===== config.mk =====
export PLATFORM = sky130hd
export DESIGN_NAME = bivec_top
export DESIGN_NICKNAME = d
export VERILOG_FILES = /design/src/shared/bivec_pkg.sv /design/src/shared/bivec_ack_if.sv /design/src/core/bivec_backplane.sv /design/src/core/bivec_top.sv
export SDC_FILE = /design/constraint.sdc
export NUM_CORES = 1
export LEC_CHECK = 0
export ABC_AREA = 1
export BUFFER_PORTS_ARGS = -buffer_cell sky130_fd_sc_hd__buf_4
export CAP_MARGIN = 20
export CORE_UTILIZATION = 50
export CTS_BUF_LIST = sky130_fd_sc_hd__clkbuf_8
export CTS_CLUSTER_DIAMETER = 150
export DETAILED_ROUTE_END_ITERATION = 12
export GPL_TIMING_DRIVEN = 0
export PLACE_DENSITY_LB_ADDON = 0.25
export SYNTH_ARGS = -nofsm -noshare
export SYNTH_HDL_FRONTEND = slang
export SYNTH_SLANG_ARGS = --single-unit

===== constraint.sdc =====
create_clock -name clk_sys -period 9.6 [get_ports clk_sys]
set_input_delay 0 -clock clk_sys [delete_from_list [all_inputs] [get_ports clk_sys]]
set_output_delay 0 -clock clk_sys [all_outputs]
set_load 0.01 [all_outputs]

===== src/shared/bivec_pkg.sv =====
// constants of the board interrupt acknowledge and vector chain
package bivec_pkg;
  // register byte addresses
  localparam logic [31:0] LOCAL_VEC_ADDR = 32'hfffe102d;
  localparam logic [31:0] BACK_VEC_ADDR = 32'hfffe2013;
  localparam logic [31:0] ENABLE_ADDR = 32'hfffe1080;
  localparam logic [31:0] LEVEL_ADDR = 32'hfffe1084;
  localparam logic [31:0] SWINT_ADDR = 32'hfffe1088;
  localparam logic [31:0] STATUS_ADDR = 32'hfffe108c;
  localparam logic [31:0] MASK_ADDR = 32'hfffe1090;
  localparam logic [31:0] STATE_ADDR = 32'hfffe1094;
  // reset values
  localparam logic [7:0] VEC_BASE_RESET = 8'h0f;
  localparam logic [26:0] ENABLE_RESET = 27'h0000000;
  localparam logic [29:0] LEVEL_RESET = 30'h00000000;
  localparam logic [3:0] MASK_RESET = 4'h0;
  // local source indices; the index is also the low vector code
  localparam int unsigned NUM_LOCAL = 13;
  localparam int unsigned SRC_POWER_FAIL = 0;
  localparam int unsigned SRC_BUS_ERROR = 1;
  localparam int unsigned SRC_ABORT = 2;
  localparam int unsigned FIRST_PROG = 3;
  localparam int unsigned SRC_SW1 = 10;
  localparam logic [3:0] SRC_SERIAL = 4'hc;
  localparam logic [2:0] FIXED_LEVEL = 3'h7;
  // enable register fields
  localparam int unsigned EN_W = 27;
  localparam int unsigned EN_BACK_LSB = 13;
  localparam int unsigned EN_VME_LSB = 20;
  // vector base fields
  localparam int unsigned LOCAL_BASE_LSB = 4;
  localparam int unsigned BACK_BASE_LSB = 3;
  // acknowledge decode
  localparam logic [2:0] FC_CPU_SPACE = 3'h7;
  localparam logic [3:0] IACK_SPACE = 4'hf;
  // status bits
  localparam int unsigned ST_W = 4;
  localparam int unsigned ST_ABORT = 0;
  localparam int unsigned ST_LOCAL = 1;
  localparam int unsigned ST_BACK = 2;
  localparam int unsigned ST_VME = 3;
  // synchronised pin bundle
  localparam int unsigned SYNC_W = 10;
  localparam int unsigned PIN_ABORT = 9;
  localparam int unsigned PIN_DTACK = 8;
  localparam int unsigned PIN_GRANT = 7;
endpackage


===== src/shared/bivec_ack_if.sv =====
// acknowledge hand-off between local controller and backplane stage
`timescale 1ns/1ps
`default_nettype none
interface bivec_ack_if;
  logic ack;
  logic [2:0] level;
  logic [7:0] vector;
  logic vec_valid;
  logic own_evt;
  logic fwd_evt;
  modport chain (output ack, output level, input vector, input vec_valid,
    input own_evt, input fwd_evt);
  modport stage (input ack, input level, output vector, output vec_valid,
    output own_evt, output fwd_evt);
endinterface
`default_nettype wire


===== src/core/bivec_backplane.sv =====
// backplane stage: own vectors or a bus acknowledge cycle
`timescale 1ns/1ps
`default_nettype none
module bivec_backplane
  import bivec_pkg::*;
(
  input wire logic clk_sys,
  input wire logic rst_b,
  bivec_ack_if.stage ack_if,
  input wire logic [7:0] back_base,
  input wire logic [7:1] back_req,
  input wire logic vme_grant,
  input wire logic vme_dtack,
  input wire logic [7:0] vme_data,
  output logic vme_bus_req_b,
  output logic vme_iack_b,
  output logic [2:0] vme_iack_level
);
  typedef enum logic [1:0] {BP_IDLE, BP_ARB, BP_CYCLE, BP_HOLD} bivec_bp_state_t;
  bivec_bp_state_t state_reg, state_next;
  logic [7:0] vector_reg, vector_next;
  logic valid_reg, valid_next, req_b_reg, req_b_next, iack_b_reg, iack_b_next;
  logic own_reg, own_next, fwd_reg, fwd_next;
  logic [2:0] level_reg, level_next;
  logic own_hit;

  assign own_hit = back_req[ack_if.level];
  assign ack_if.vector = vector_reg;
  assign ack_if.vec_valid = valid_reg;
  assign ack_if.own_evt = own_reg;
  assign ack_if.fwd_evt = fwd_reg;
  assign vme_bus_req_b = req_b_reg;
  assign vme_iack_b = iack_b_reg;
  assign vme_iack_level = level_reg;

  always_comb begin
    state_next = state_reg;
    vector_next = vector_reg;
    valid_next = valid_reg;
    req_b_next = req_b_reg;
    iack_b_next = iack_b_reg;
    level_next = level_reg;
    own_next = 1'b0;
    fwd_next = 1'b0;
    if (!ack_if.ack) begin
      // host ended the cycle: drop valid, release bus request and acknowledge; vector and level kept
      state_next = BP_IDLE;
      valid_next = 1'b0;
      req_b_next = 1'b1;
      iack_b_next = 1'b1;
    end else begin
      unique case (state_reg)
        BP_IDLE: begin
          level_next = ack_if.level;
          if (own_hit) begin
            vector_next = {back_base[7:BACK_BASE_LSB], ack_if.level};
            valid_next = 1'b1;
            own_next = 1'b1;
            state_next = BP_HOLD;
          end else if (vme_grant) begin
            iack_b_next = 1'b0;
            req_b_next = 1'b0;
            state_next = BP_CYCLE;
          end else begin
            req_b_next = 1'b0;
            state_next = BP_ARB;
          end
        end
        BP_ARB: begin
          if (vme_grant) begin
            iack_b_next = 1'b0;
            state_next = BP_CYCLE;
          end
        end
        BP_CYCLE: begin
          if (vme_dtack) begin
            vector_next = vme_data;
            valid_next = 1'b1;
            fwd_next = 1'b1;
            iack_b_next = 1'b1;
            state_next = BP_HOLD;
          end
        end
        BP_HOLD: state_next = BP_HOLD;
      endcase
    end
  end

  always_ff @(posedge clk_sys or negedge rst_b) begin
    if (!rst_b) begin
      state_reg <= BP_IDLE;
      vector_reg <= 8'h00;
      valid_reg <= 1'b0;
      req_b_reg <= 1'b1;
      iack_b_reg <= 1'b1;
      level_reg <= 3'h0;
      own_reg <= 1'b0;
      fwd_reg <= 1'b0;
    end else begin
      state_reg <= state_next;
      vector_reg <= vector_next;
      valid_reg <= valid_next;
      req_b_reg <= req_b_next;
      iack_b_reg <= iack_b_next;
      level_reg <= level_next;
      own_reg <= own_next;
      fwd_reg <= fwd_next;
    end
  end
endmodule
`default_nettype wire


===== src/core/bivec_top.sv =====
// board interrupt acknowledge detection, priority chain and vectoring
// Operation
// - each interrupt source has its own software enable bit
// - every acknowledged pending source gets a status/id vector
// - acknowledge and its level decoded from address bus and function code
// - local controller drives its vector when requesting at acknowledged level
// - otherwise local controller passes acknowledge on to backplane stage
// - backplane stage returns own vector when requesting at that level
// - else backplane gets bus mastership and runs a bus acknowledge cycle
// - within a level: local, then backplane, then bus lines
// - local vector upper nibble from base bits 7..4, lower source code
// - peripheral local sources use codes 0011 through 1001
// - software ints use 1010 and 1011; serial vectors from serial chips
// - backplane vector: base bits 7..3 over level-equal three-bit code
// - abort switch raises level 7 only while enabled
//
// The address-and-strobe port was decided locally.
`timescale 1ns/1ps
`default_nettype none
module bivec_top
  import bivec_pkg::*;
(
  input wire logic clk_sys,
  input wire logic rst_b,
  input wire logic [31:0] reg_addr,
  input wire logic [31:0] reg_wdata,
  input wire logic reg_wr,
  input wire logic reg_rd,
  output logic [31:0] reg_rdata,
  input wire logic cpu_as,
  input wire logic [2:0] cpu_fc,
  input wire logic [19:0] cpu_addr,
  output logic [2:0] cpu_ipl,
  output logic [7:0] cpu_vector,
  output logic cpu_vector_valid,
  input wire logic power_fail_irq,
  input wire logic bus_error_irq,
  input wire logic [6:0] periph_irq,
  input wire logic serial_irq,
  input wire logic [7:0] serial_vector,
  output logic serial_iack,
  input wire logic abort_sw_b,
  input wire logic [7:1] backplane_irq,
  input wire logic [7:1] vme_irq_b,
  input wire logic vme_grant_b,
  input wire logic vme_dtack_b,
  input wire logic [7:0] vme_data,
  output logic vme_bus_req_b,
  output logic vme_iack_b,
  output logic [2:0] vme_iack_level,
  output logic irq
);
  typedef enum logic [1:0] {CH_IDLE, CH_SERIAL, CH_PASS, CH_HOLD} bivec_chain_state_t;

  bivec_ack_if ack_if ();

  // pin synchronisers
  logic [SYNC_W-1:0] pin_raw, sync1_reg, sync2_reg, sync3_reg, pin_clean_reg, pin_clean_next;
  logic abort_prev_reg, abort_edge;
  assign pin_raw = {abort_sw_b, vme_dtack_b, vme_grant_b, vme_irq_b};
  assign pin_clean_next = (sync2_reg & sync3_reg) | (pin_clean_reg & (sync2_reg ^ sync3_reg));
  assign abort_edge = abort_prev_reg & ~pin_clean_reg[PIN_ABORT];

  always_ff @(posedge clk_sys or negedge rst_b) begin
    if (!rst_b) begin
      sync1_reg <= '1;
      sync2_reg <= '1;
      sync3_reg <= '1;
      pin_clean_reg <= '1;
      abort_prev_reg <= 1'b1;
    end else begin
      sync1_reg <= pin_raw;
      sync2_reg <= sync1_reg;
      sync3_reg <= sync2_reg;
      pin_clean_reg <= pin_clean_next;
      abort_prev_reg <= pin_clean_reg[PIN_ABORT];
    end
  end

  // register file
  logic [7:0] local_base_reg, back_base_reg;
  logic [EN_W-1:0] enable_reg;
  logic [29:0] level_reg;
  logic [1:0] swint_reg;
  logic [ST_W-1:0] status_reg, status_next, mask_reg, status_evt;
  logic [31:0] rdata_reg, rdata_next, state_view;
  logic irq_reg;
  logic wr_local_vec, wr_back_vec, wr_enable, wr_level, wr_swint, wr_status, wr_mask;
  assign wr_local_vec = reg_wr && reg_addr == LOCAL_VEC_ADDR;
  assign wr_back_vec = reg_wr && reg_addr == BACK_VEC_ADDR;
  assign wr_enable = reg_wr && reg_addr == ENABLE_ADDR;
  assign wr_level = reg_wr && reg_addr == LEVEL_ADDR;
  assign wr_swint = reg_wr && reg_addr == SWINT_ADDR;
  assign wr_status = reg_wr && reg_addr == STATUS_ADDR;
  assign wr_mask = reg_wr && reg_addr == MASK_ADDR;

  always_ff @(posedge clk_sys or negedge rst_b) begin
    if (!rst_b) begin
      local_base_reg <= VEC_BASE_RESET;
      back_base_reg <= VEC_BASE_RESET;
      enable_reg <= ENABLE_RESET;
      level_reg <= LEVEL_RESET;
      swint_reg <= 2'h0;
      mask_reg <= MASK_RESET;
    end else begin
      if (wr_local_vec) local_base_reg <= reg_wdata[7:0];
      if (wr_back_vec) back_base_reg <= reg_wdata[7:0];
      if (wr_enable) enable_reg <= reg_wdata[EN_W-1:0];
      if (wr_level) level_reg <= reg_wdata[29:0];
      if (wr_swint) swint_reg <= reg_wdata[1:0];
      if (wr_mask) mask_reg <= reg_wdata[ST_W-1:0];
    end
  end

  // request gathering
  logic abort_pend_reg, abort_pend_next, abort_taken;
  logic [NUM_LOCAL-1:0] local_raw, local_req;
  logic [7:1] back_req, vme_req;
  logic [2:0] src_lvl [NUM_LOCAL];
  assign local_raw = {serial_irq, swint_reg, periph_irq, abort_pend_reg, bus_error_irq,
    power_fail_irq};
  assign local_req = local_raw & enable_reg[NUM_LOCAL-1:0];
  assign back_req = backplane_irq & enable_reg[EN_BACK_LSB +: 7];
  assign vme_req = ~pin_clean_reg[6:0] & enable_reg[EN_VME_LSB +: 7];
  // abort latches on press only while enabled; disabling drops it
  assign abort_pend_next = enable_reg[SRC_ABORT]
    & ((abort_edge) | (abort_pend_reg & ~abort_taken));

  for (genvar i = 0; i < NUM_LOCAL; i++) begin : g_lvl
    if (i < FIRST_PROG) begin : g_fixed
      assign src_lvl[i] = FIXED_LEVEL;
    end else begin : g_prog
      assign src_lvl[i] = level_reg[3*(i-FIRST_PROG) +: 3];
    end
  end

  // acknowledge decode
  logic iack_cycle;
  logic [2:0] iack_lvl;
  assign iack_cycle = cpu_as && cpu_fc == FC_CPU_SPACE && cpu_addr[19:16] == IACK_SPACE;
  assign iack_lvl = cpu_addr[3:1];

  // lowest index wins among local sources at the acknowledged level
  logic local_hit;
  logic [3:0] local_win;
  logic [2:0] ipl_next;
  always_comb begin
    local_hit = 1'b0;
    local_win = 4'h0;
    for (int i = NUM_LOCAL - 1; i >= 0; i--) begin
      if (local_req[i] && src_lvl[i] == iack_lvl) begin
        local_hit = 1'b1;
        local_win = 4'(i);
      end
    end
  end

  always_comb begin
    ipl_next = 3'h0;
    for (int i = 0; i < NUM_LOCAL; i++) begin
      if (local_req[i] && src_lvl[i] > ipl_next) ipl_next = src_lvl[i];
    end
    for (int j = 1; j <= 7; j++) begin
      if ((back_req[j] || vme_req[j]) && 3'(j) > ipl_next) ipl_next = 3'(j);
    end
  end

  // acknowledge chain
  bivec_chain_state_t state_reg, state_next;
  logic [7:0] vec_reg, vec_next, expect_local_vec;
  logic valid_reg, valid_next, ack_reg, ack_next, serial_reg, serial_next, local_taken;
  logic [2:0] lvl_reg, lvl_next, ipl_reg;
  assign expect_local_vec = {local_base_reg[LOCAL_BASE_LSB +: 4], local_win};
  assign abort_taken = state_reg == CH_IDLE && iack_cycle && local_hit
    && local_win == 4'(SRC_ABORT);

  always_comb begin
    state_next = state_reg;
    vec_next = vec_reg;
    valid_next = valid_reg;
    ack_next = ack_reg;
    serial_next = serial_reg;
    lvl_next = lvl_reg;
    local_taken = 1'b0;
    unique case (state_reg)
      CH_IDLE: begin
        if (iack_cycle) begin
          lvl_next = iack_lvl;
          if (local_hit && local_win == SRC_SERIAL) begin
            serial_next = 1'b1;
            state_next = CH_SERIAL;
          end else if (local_hit) begin
            vec_next = expect_local_vec;
            valid_next = 1'b1;
            local_taken = 1'b1;
            state_next = CH_HOLD;
          end else begin
            ack_next = 1'b1;
            state_next = CH_PASS;
          end
        end
      end
      CH_SERIAL: begin
        vec_next = serial_vector;
        valid_next = 1'b1;
        local_taken = 1'b1;
        state_next = CH_HOLD;
      end
      CH_PASS: begin
        if (!cpu_as) begin
          ack_next = 1'b0;
          state_next = CH_IDLE;
        end else if (ack_if.vec_valid) begin
          vec_next = ack_if.vector;
          valid_next = 1'b1;
          state_next = CH_HOLD;
        end
      end
      CH_HOLD: begin
        if (!cpu_as) begin
          valid_next = 1'b0;
          ack_next = 1'b0;
          serial_next = 1'b0;
          state_next = CH_IDLE;
        end
      end
    endcase
  end

  // interrupt status: set wins over the write-one clear
  assign status_evt = {ack_if.fwd_evt, ack_if.own_evt, local_taken,
    abort_edge & enable_reg[SRC_ABORT]};
  assign status_next = (status_reg & ~(wr_status ? reg_wdata[ST_W-1:0] : 4'h0)) | status_evt;
  assign state_view = {2'h0, vme_req, back_req, local_req, ipl_reg};
  assign rdata_next = !reg_rd ? 32'h0 :
    reg_addr == LOCAL_VEC_ADDR ? {24'h0, local_base_reg} :
    reg_addr == BACK_VEC_ADDR ? {24'h0, back_base_reg} :
    reg_addr == ENABLE_ADDR ? {5'h0, enable_reg} :
    reg_addr == LEVEL_ADDR ? {2'h0, level_reg} :
    reg_addr == SWINT_ADDR ? {30'h0, swint_reg} :
    reg_addr == STATUS_ADDR ? {28'h0, status_reg} :
    reg_addr == MASK_ADDR ? {28'h0, mask_reg} :
    reg_addr == STATE_ADDR ? state_view : 32'h0;

  always_ff @(posedge clk_sys or negedge rst_b) begin
    if (!rst_b) begin
      state_reg <= CH_IDLE;
      vec_reg <= 8'h00;
      valid_reg <= 1'b0;
      ack_reg <= 1'b0;
      serial_reg <= 1'b0;
      lvl_reg <= 3'h0;
      ipl_reg <= 3'h0;
      abort_pend_reg <= 1'b0;
      status_reg <= 4'h0;
      irq_reg <= 1'b0;
      rdata_reg <= 32'h0;
    end else begin
      state_reg <= state_next;
      vec_reg <= vec_next;
      valid_reg <= valid_next;
      ack_reg <= ack_next;
      serial_reg <= serial_next;
      lvl_reg <= lvl_next;
      ipl_reg <= ipl_next;
      abort_pend_reg <= abort_pend_next;
      status_reg <= status_next;
      irq_reg <= |(status_next & mask_reg);
      rdata_reg <= rdata_next;
    end
  end

  assign ack_if.ack = ack_reg;
  assign ack_if.level = lvl_reg;

  bivec_backplane u_backplane (
    .clk_sys(clk_sys),
    .rst_b(rst_b),
    .ack_if(ack_if.stage),
    .back_base(back_base_reg),
    .back_req(back_req),
    .vme_grant(~pin_clean_reg[PIN_GRANT]),
    .vme_dtack(~pin_clean_reg[PIN_DTACK]),
    .vme_data(vme_data),
    .vme_bus_req_b(vme_bus_req_b),
    .vme_iack_b(vme_iack_b),
    .vme_iack_level(vme_iack_level)
  );

  assign reg_rdata = rdata_reg;
  assign cpu_ipl = ipl_reg;
  assign cpu_vector = vec_reg;
  assign cpu_vector_valid = valid_reg;
  assign serial_iack = serial_reg;
  assign irq = irq_reg;
endmodule
`default_nettype wire


==> impl_metrics.json <==
{
  "cts_tree": "done",
  "die-area_um2": 20650,
  "cp_max_fo": 5,
  "nets": 1687,
  "switching_share_pct": 33.17,
  "crit_start": "enable_reg[1]",
  "multiInputGateArea_um2": 4866,
  "worst-endpoint-required_ns": 9.99,
  "grt_remaining_overflow": 0,
  "arrival_ns": 10.24,
  "tightest_slew_ns": 0.9827,
  "finalHoldViolCount": 0,
  "place_ws_ns": -1.062,
  "critical_path.slowest_cell": "dfrtp_1",
  "mostFrequentLayoutCells": "nand2_1, buf_4, o21ai_0",
  "rsz0062_at_grt": "true",
  "drt_iter0_drc": 914,
  "intPower_w": 0.001330,
  "power.switching_w": 0.0006601,
  "grt_pass1_wl_um": 48110,
  "antenna_found_initial": 0,
  "die_y_um": 143.7,
  "p_per_area_nw_per_um2": 146.7,
  "yosysUniqueCellTypes": 42,
  "seq_power_share_pct": 47.4,
  "dp_hpwl_um": 22080,
  "syn_to_final_growth_pct": 35.18,
  "drt.antenna.violating_nets": 0,
  "drive_gt1_share_pct": 25.96,
  "numPortBuffers": 166,
  "reg2regPathDepth": 72,
  "drv_slew": 0,
  "start_util_pct": 51.24,
  "antennaDiodeCount": 0,
  "setup_tns_ns": -0.6060,
  "clock_latency_ns": 0.50,
  "finClkSkew_ns": 0.01047,
  "slowest_delay_ns": 0.41,
  "syn_area_per_cell_um2": 8.214,
  "hold_ws_ns": 0.01991,
  "relSlewSlack_pct": 34.13,
  "fillers": 1570,
  "r2r_start": "enable_reg[1]",
  "ys_warn_count": 0,
  "fmax_mhz": 101.5,
  "io_pins": 186,
  "synth_flop_cell": "dfrtp_1",
  "die_w_um": 143.7,
  "first_global_vias": 9563,
  "utilization_pct": 69.26,
  "clock_power_share_pct": 28.5,
  "peakVddDrop_v": 0.00008985,
  "crit_type": "reg2reg",
  "grt_use_total_pct": 30.86,
  "place_congestion": 0.9545,
  "coreArea_um2": 19590,
  "cts_sinks": 193,
  "yosysSeqAreaShare_pct": 48.75,
  "cts_root_buf": "clkbuf_8",
  "firstDrtPassIters": 9,
  "period_needed_ns": 9.847,
  "grt_max_degree": 119,
  "ctsHtreeMaxLevel": 4,
  "startpoint_type": "flop",
  "p_total_w": 0.001990,
  "drc_errors": 0,
  "ys_seq_elements": 193,
  "synth-edff-count": 0,
  "netlist_area_um2": 10040,
  "setup_viol": 3,
  "violations": "setup timing",
  "timing.final.crit_share_pct": 102.6,
  "worst_hold_path_type": "in2async",
  "clockBufferDepth": 2,
  "reg2reg_to": "cpu_ipl[0]",
  "routed_wl_um": 31710,
  "cts_made_buffers": 17,
  "final_common_cell": "nand2_1",
  "p_leak_nw": 6.554,
  "max_cap_violations": 0,
  "rows": 51,
  "syn-instance-count": 1222,
  "r2r_setup_slack_ns": -0.25,
  "seq_area_um2": 4893,
  "via_count": 10087,
  "clkTransAtPathRegs_ns": 0.11,
  "routedWlPerCell_um": 17.64,
  "comb_power_share_pct": 24.1,
  "crit_top_cell": "nand2_2",
  "endpoint_kind": "flop",
  "async_flop_share_pct": 100.0,
  "status": "finished, violations left",
  "vias_per_cell": 5.610,
  "worst_slack_ns": -0.2474
}
[through the flow]
stage / cells / cell area (um2)
after floorplan: 1223 / 10070
after global placement: 1654 / 11650
after detailed placement: 1655 / 11690
after CTS: 1789 / 13290
after global routing: 1798 / 13570
final: 1798 / 13570
[power by group through the flow]
stage	Clock [W]	Combinational, W	Sequential, W
3_5_place_dp	0	0.000456	0.000959
5_1_grt	0.000607	0.000543	0.000953
4_1_cts	0.000573	0.000479	0.000944
2_1_floorplan	0	0.000267	0.000961
3_3_place_gp	0	0.000444	0.000956
6_report	0.000567	0.000479	0.000944
[cell usage after synthesis (2+ instances only)]
master | instances | area [um2]
a31oi_1 | 16 | 100.1
nor2_1 | 53 | 198.9
o211ai_1 | 13 | 97.59
a21oi_1 | 73 | 365.4
dfrtp_1 | 142 | 3553
ha_1 | 32 | 400.4
inv_2 | 2 | 7.510
buf_1 | 2 | 7.510
o32ai_1 | 6 | 52.55
nor3_1 | 13 | 65.06
nand3_2 | 9 | 90.09
o311ai_0 | 2 | 17.52
nand2_2 | 24 | 150.1
xor2_1 | 7 | 61.31
nand2_1 | 271 | 1017
clkinv_1 | 3 | 11.26
nand4_1 | 24 | 150.1
o21ai_0 | 176 | 880.8
o221a_2 | 2 | 22.52
clkbuf_1 | 38 | 142.6
nand3_1 | 50 | 250.2
o221ai_1 | 8 | 70.07
a21o_1 | 10 | 75.07
dfstp_2 | 51 | 1340
a221oi_1 | 5 | 43.79
a2111oi_0 | 4 | 35.03
inv_1 | 152 | 570.6
o2111ai_1 | 3 | 26.28
mux2_2 | 3 | 33.78
or2_2 | 2 | 12.51
buf_4 | 2 | 15.01
o22ai_1 | 3 | 18.77
nor4_1 | 12 | 75.07
[kinds of logic after synthesis]
logic type | after synthesis | synth area share (%)
buf+inv | 199 | 7.517
other cells | 1 | 0.03736
mux | 3 | 0.3366
simple gates | 463 | 20.47
xor+xnor | 7 | 0.6108
compound gates | 324 | 18.29
flops | 193 | 48.75
fa+ha+maj | 32 | 3.989
[worst max-delay path by stage]
| stage | endpoint | slack [ns] |
|---|---|---|
| floorplan | cpu_ipl[0] | 0.01 |
| global placement | cpu_ipl[2] | -0.92 |
| global route | cpu_ipl[2] | -0.80 |
| detailed placement | cpu_ipl[0] | -1.06 |
| finish | cpu_ipl[0] | -0.25 |
| CTS | cpu_ipl[0] | -0.26 |
[worst max-delay path, delay by kind of cell (launching register included)]
family,cells,cell delay (ns)
AOI/OAI and AO/OA,18,3.25
and+or+nand+nor,34,2.92
adders and majority gates,10,2.35
buffers and inverters,10,0.76
DFF,1,0.41
[area by class of cell]
type / instances / share of cell area [%]
Sequential cell: 193 / 36.07
Multi-Input combinational cell: 831 / 35.86
Timing Repair Buffer: 278 / 16.88
Inverter: 157 / 4.343
Tap cell: 265 / 2.444
Clock buffer: 18 / 1.826
Clock inverter: 14 / 1.356
Buffer: 42 / 1.217
[layer usage]
| layer | share of wire [%] | vias to the layer above | global-route usage, % |
|---|---|---|---|
| li1 | - | 4709 | - |
| met5 | 0 | - | 0 |
| met2 | 49 | 501 | 52.99 |
| met4 | 3.6 | 0 | 12.15 |
| met1 | 40 | 4775 | 38.50 |
| met3 | 7.9 | 102 | 5.565 |
[timing repair]
item / in CTS / in global routing
buffers inserted: 36 / 9
setup endpoints to repair: 3 / 3
gates resized for setup: 51 / 34
cloned: 0 / 0
hold buffers: 66 / 0
pin swaps: 48 / 48
hold endpoints to repair: 202 / 0
(Power assumes the default switching activity.)
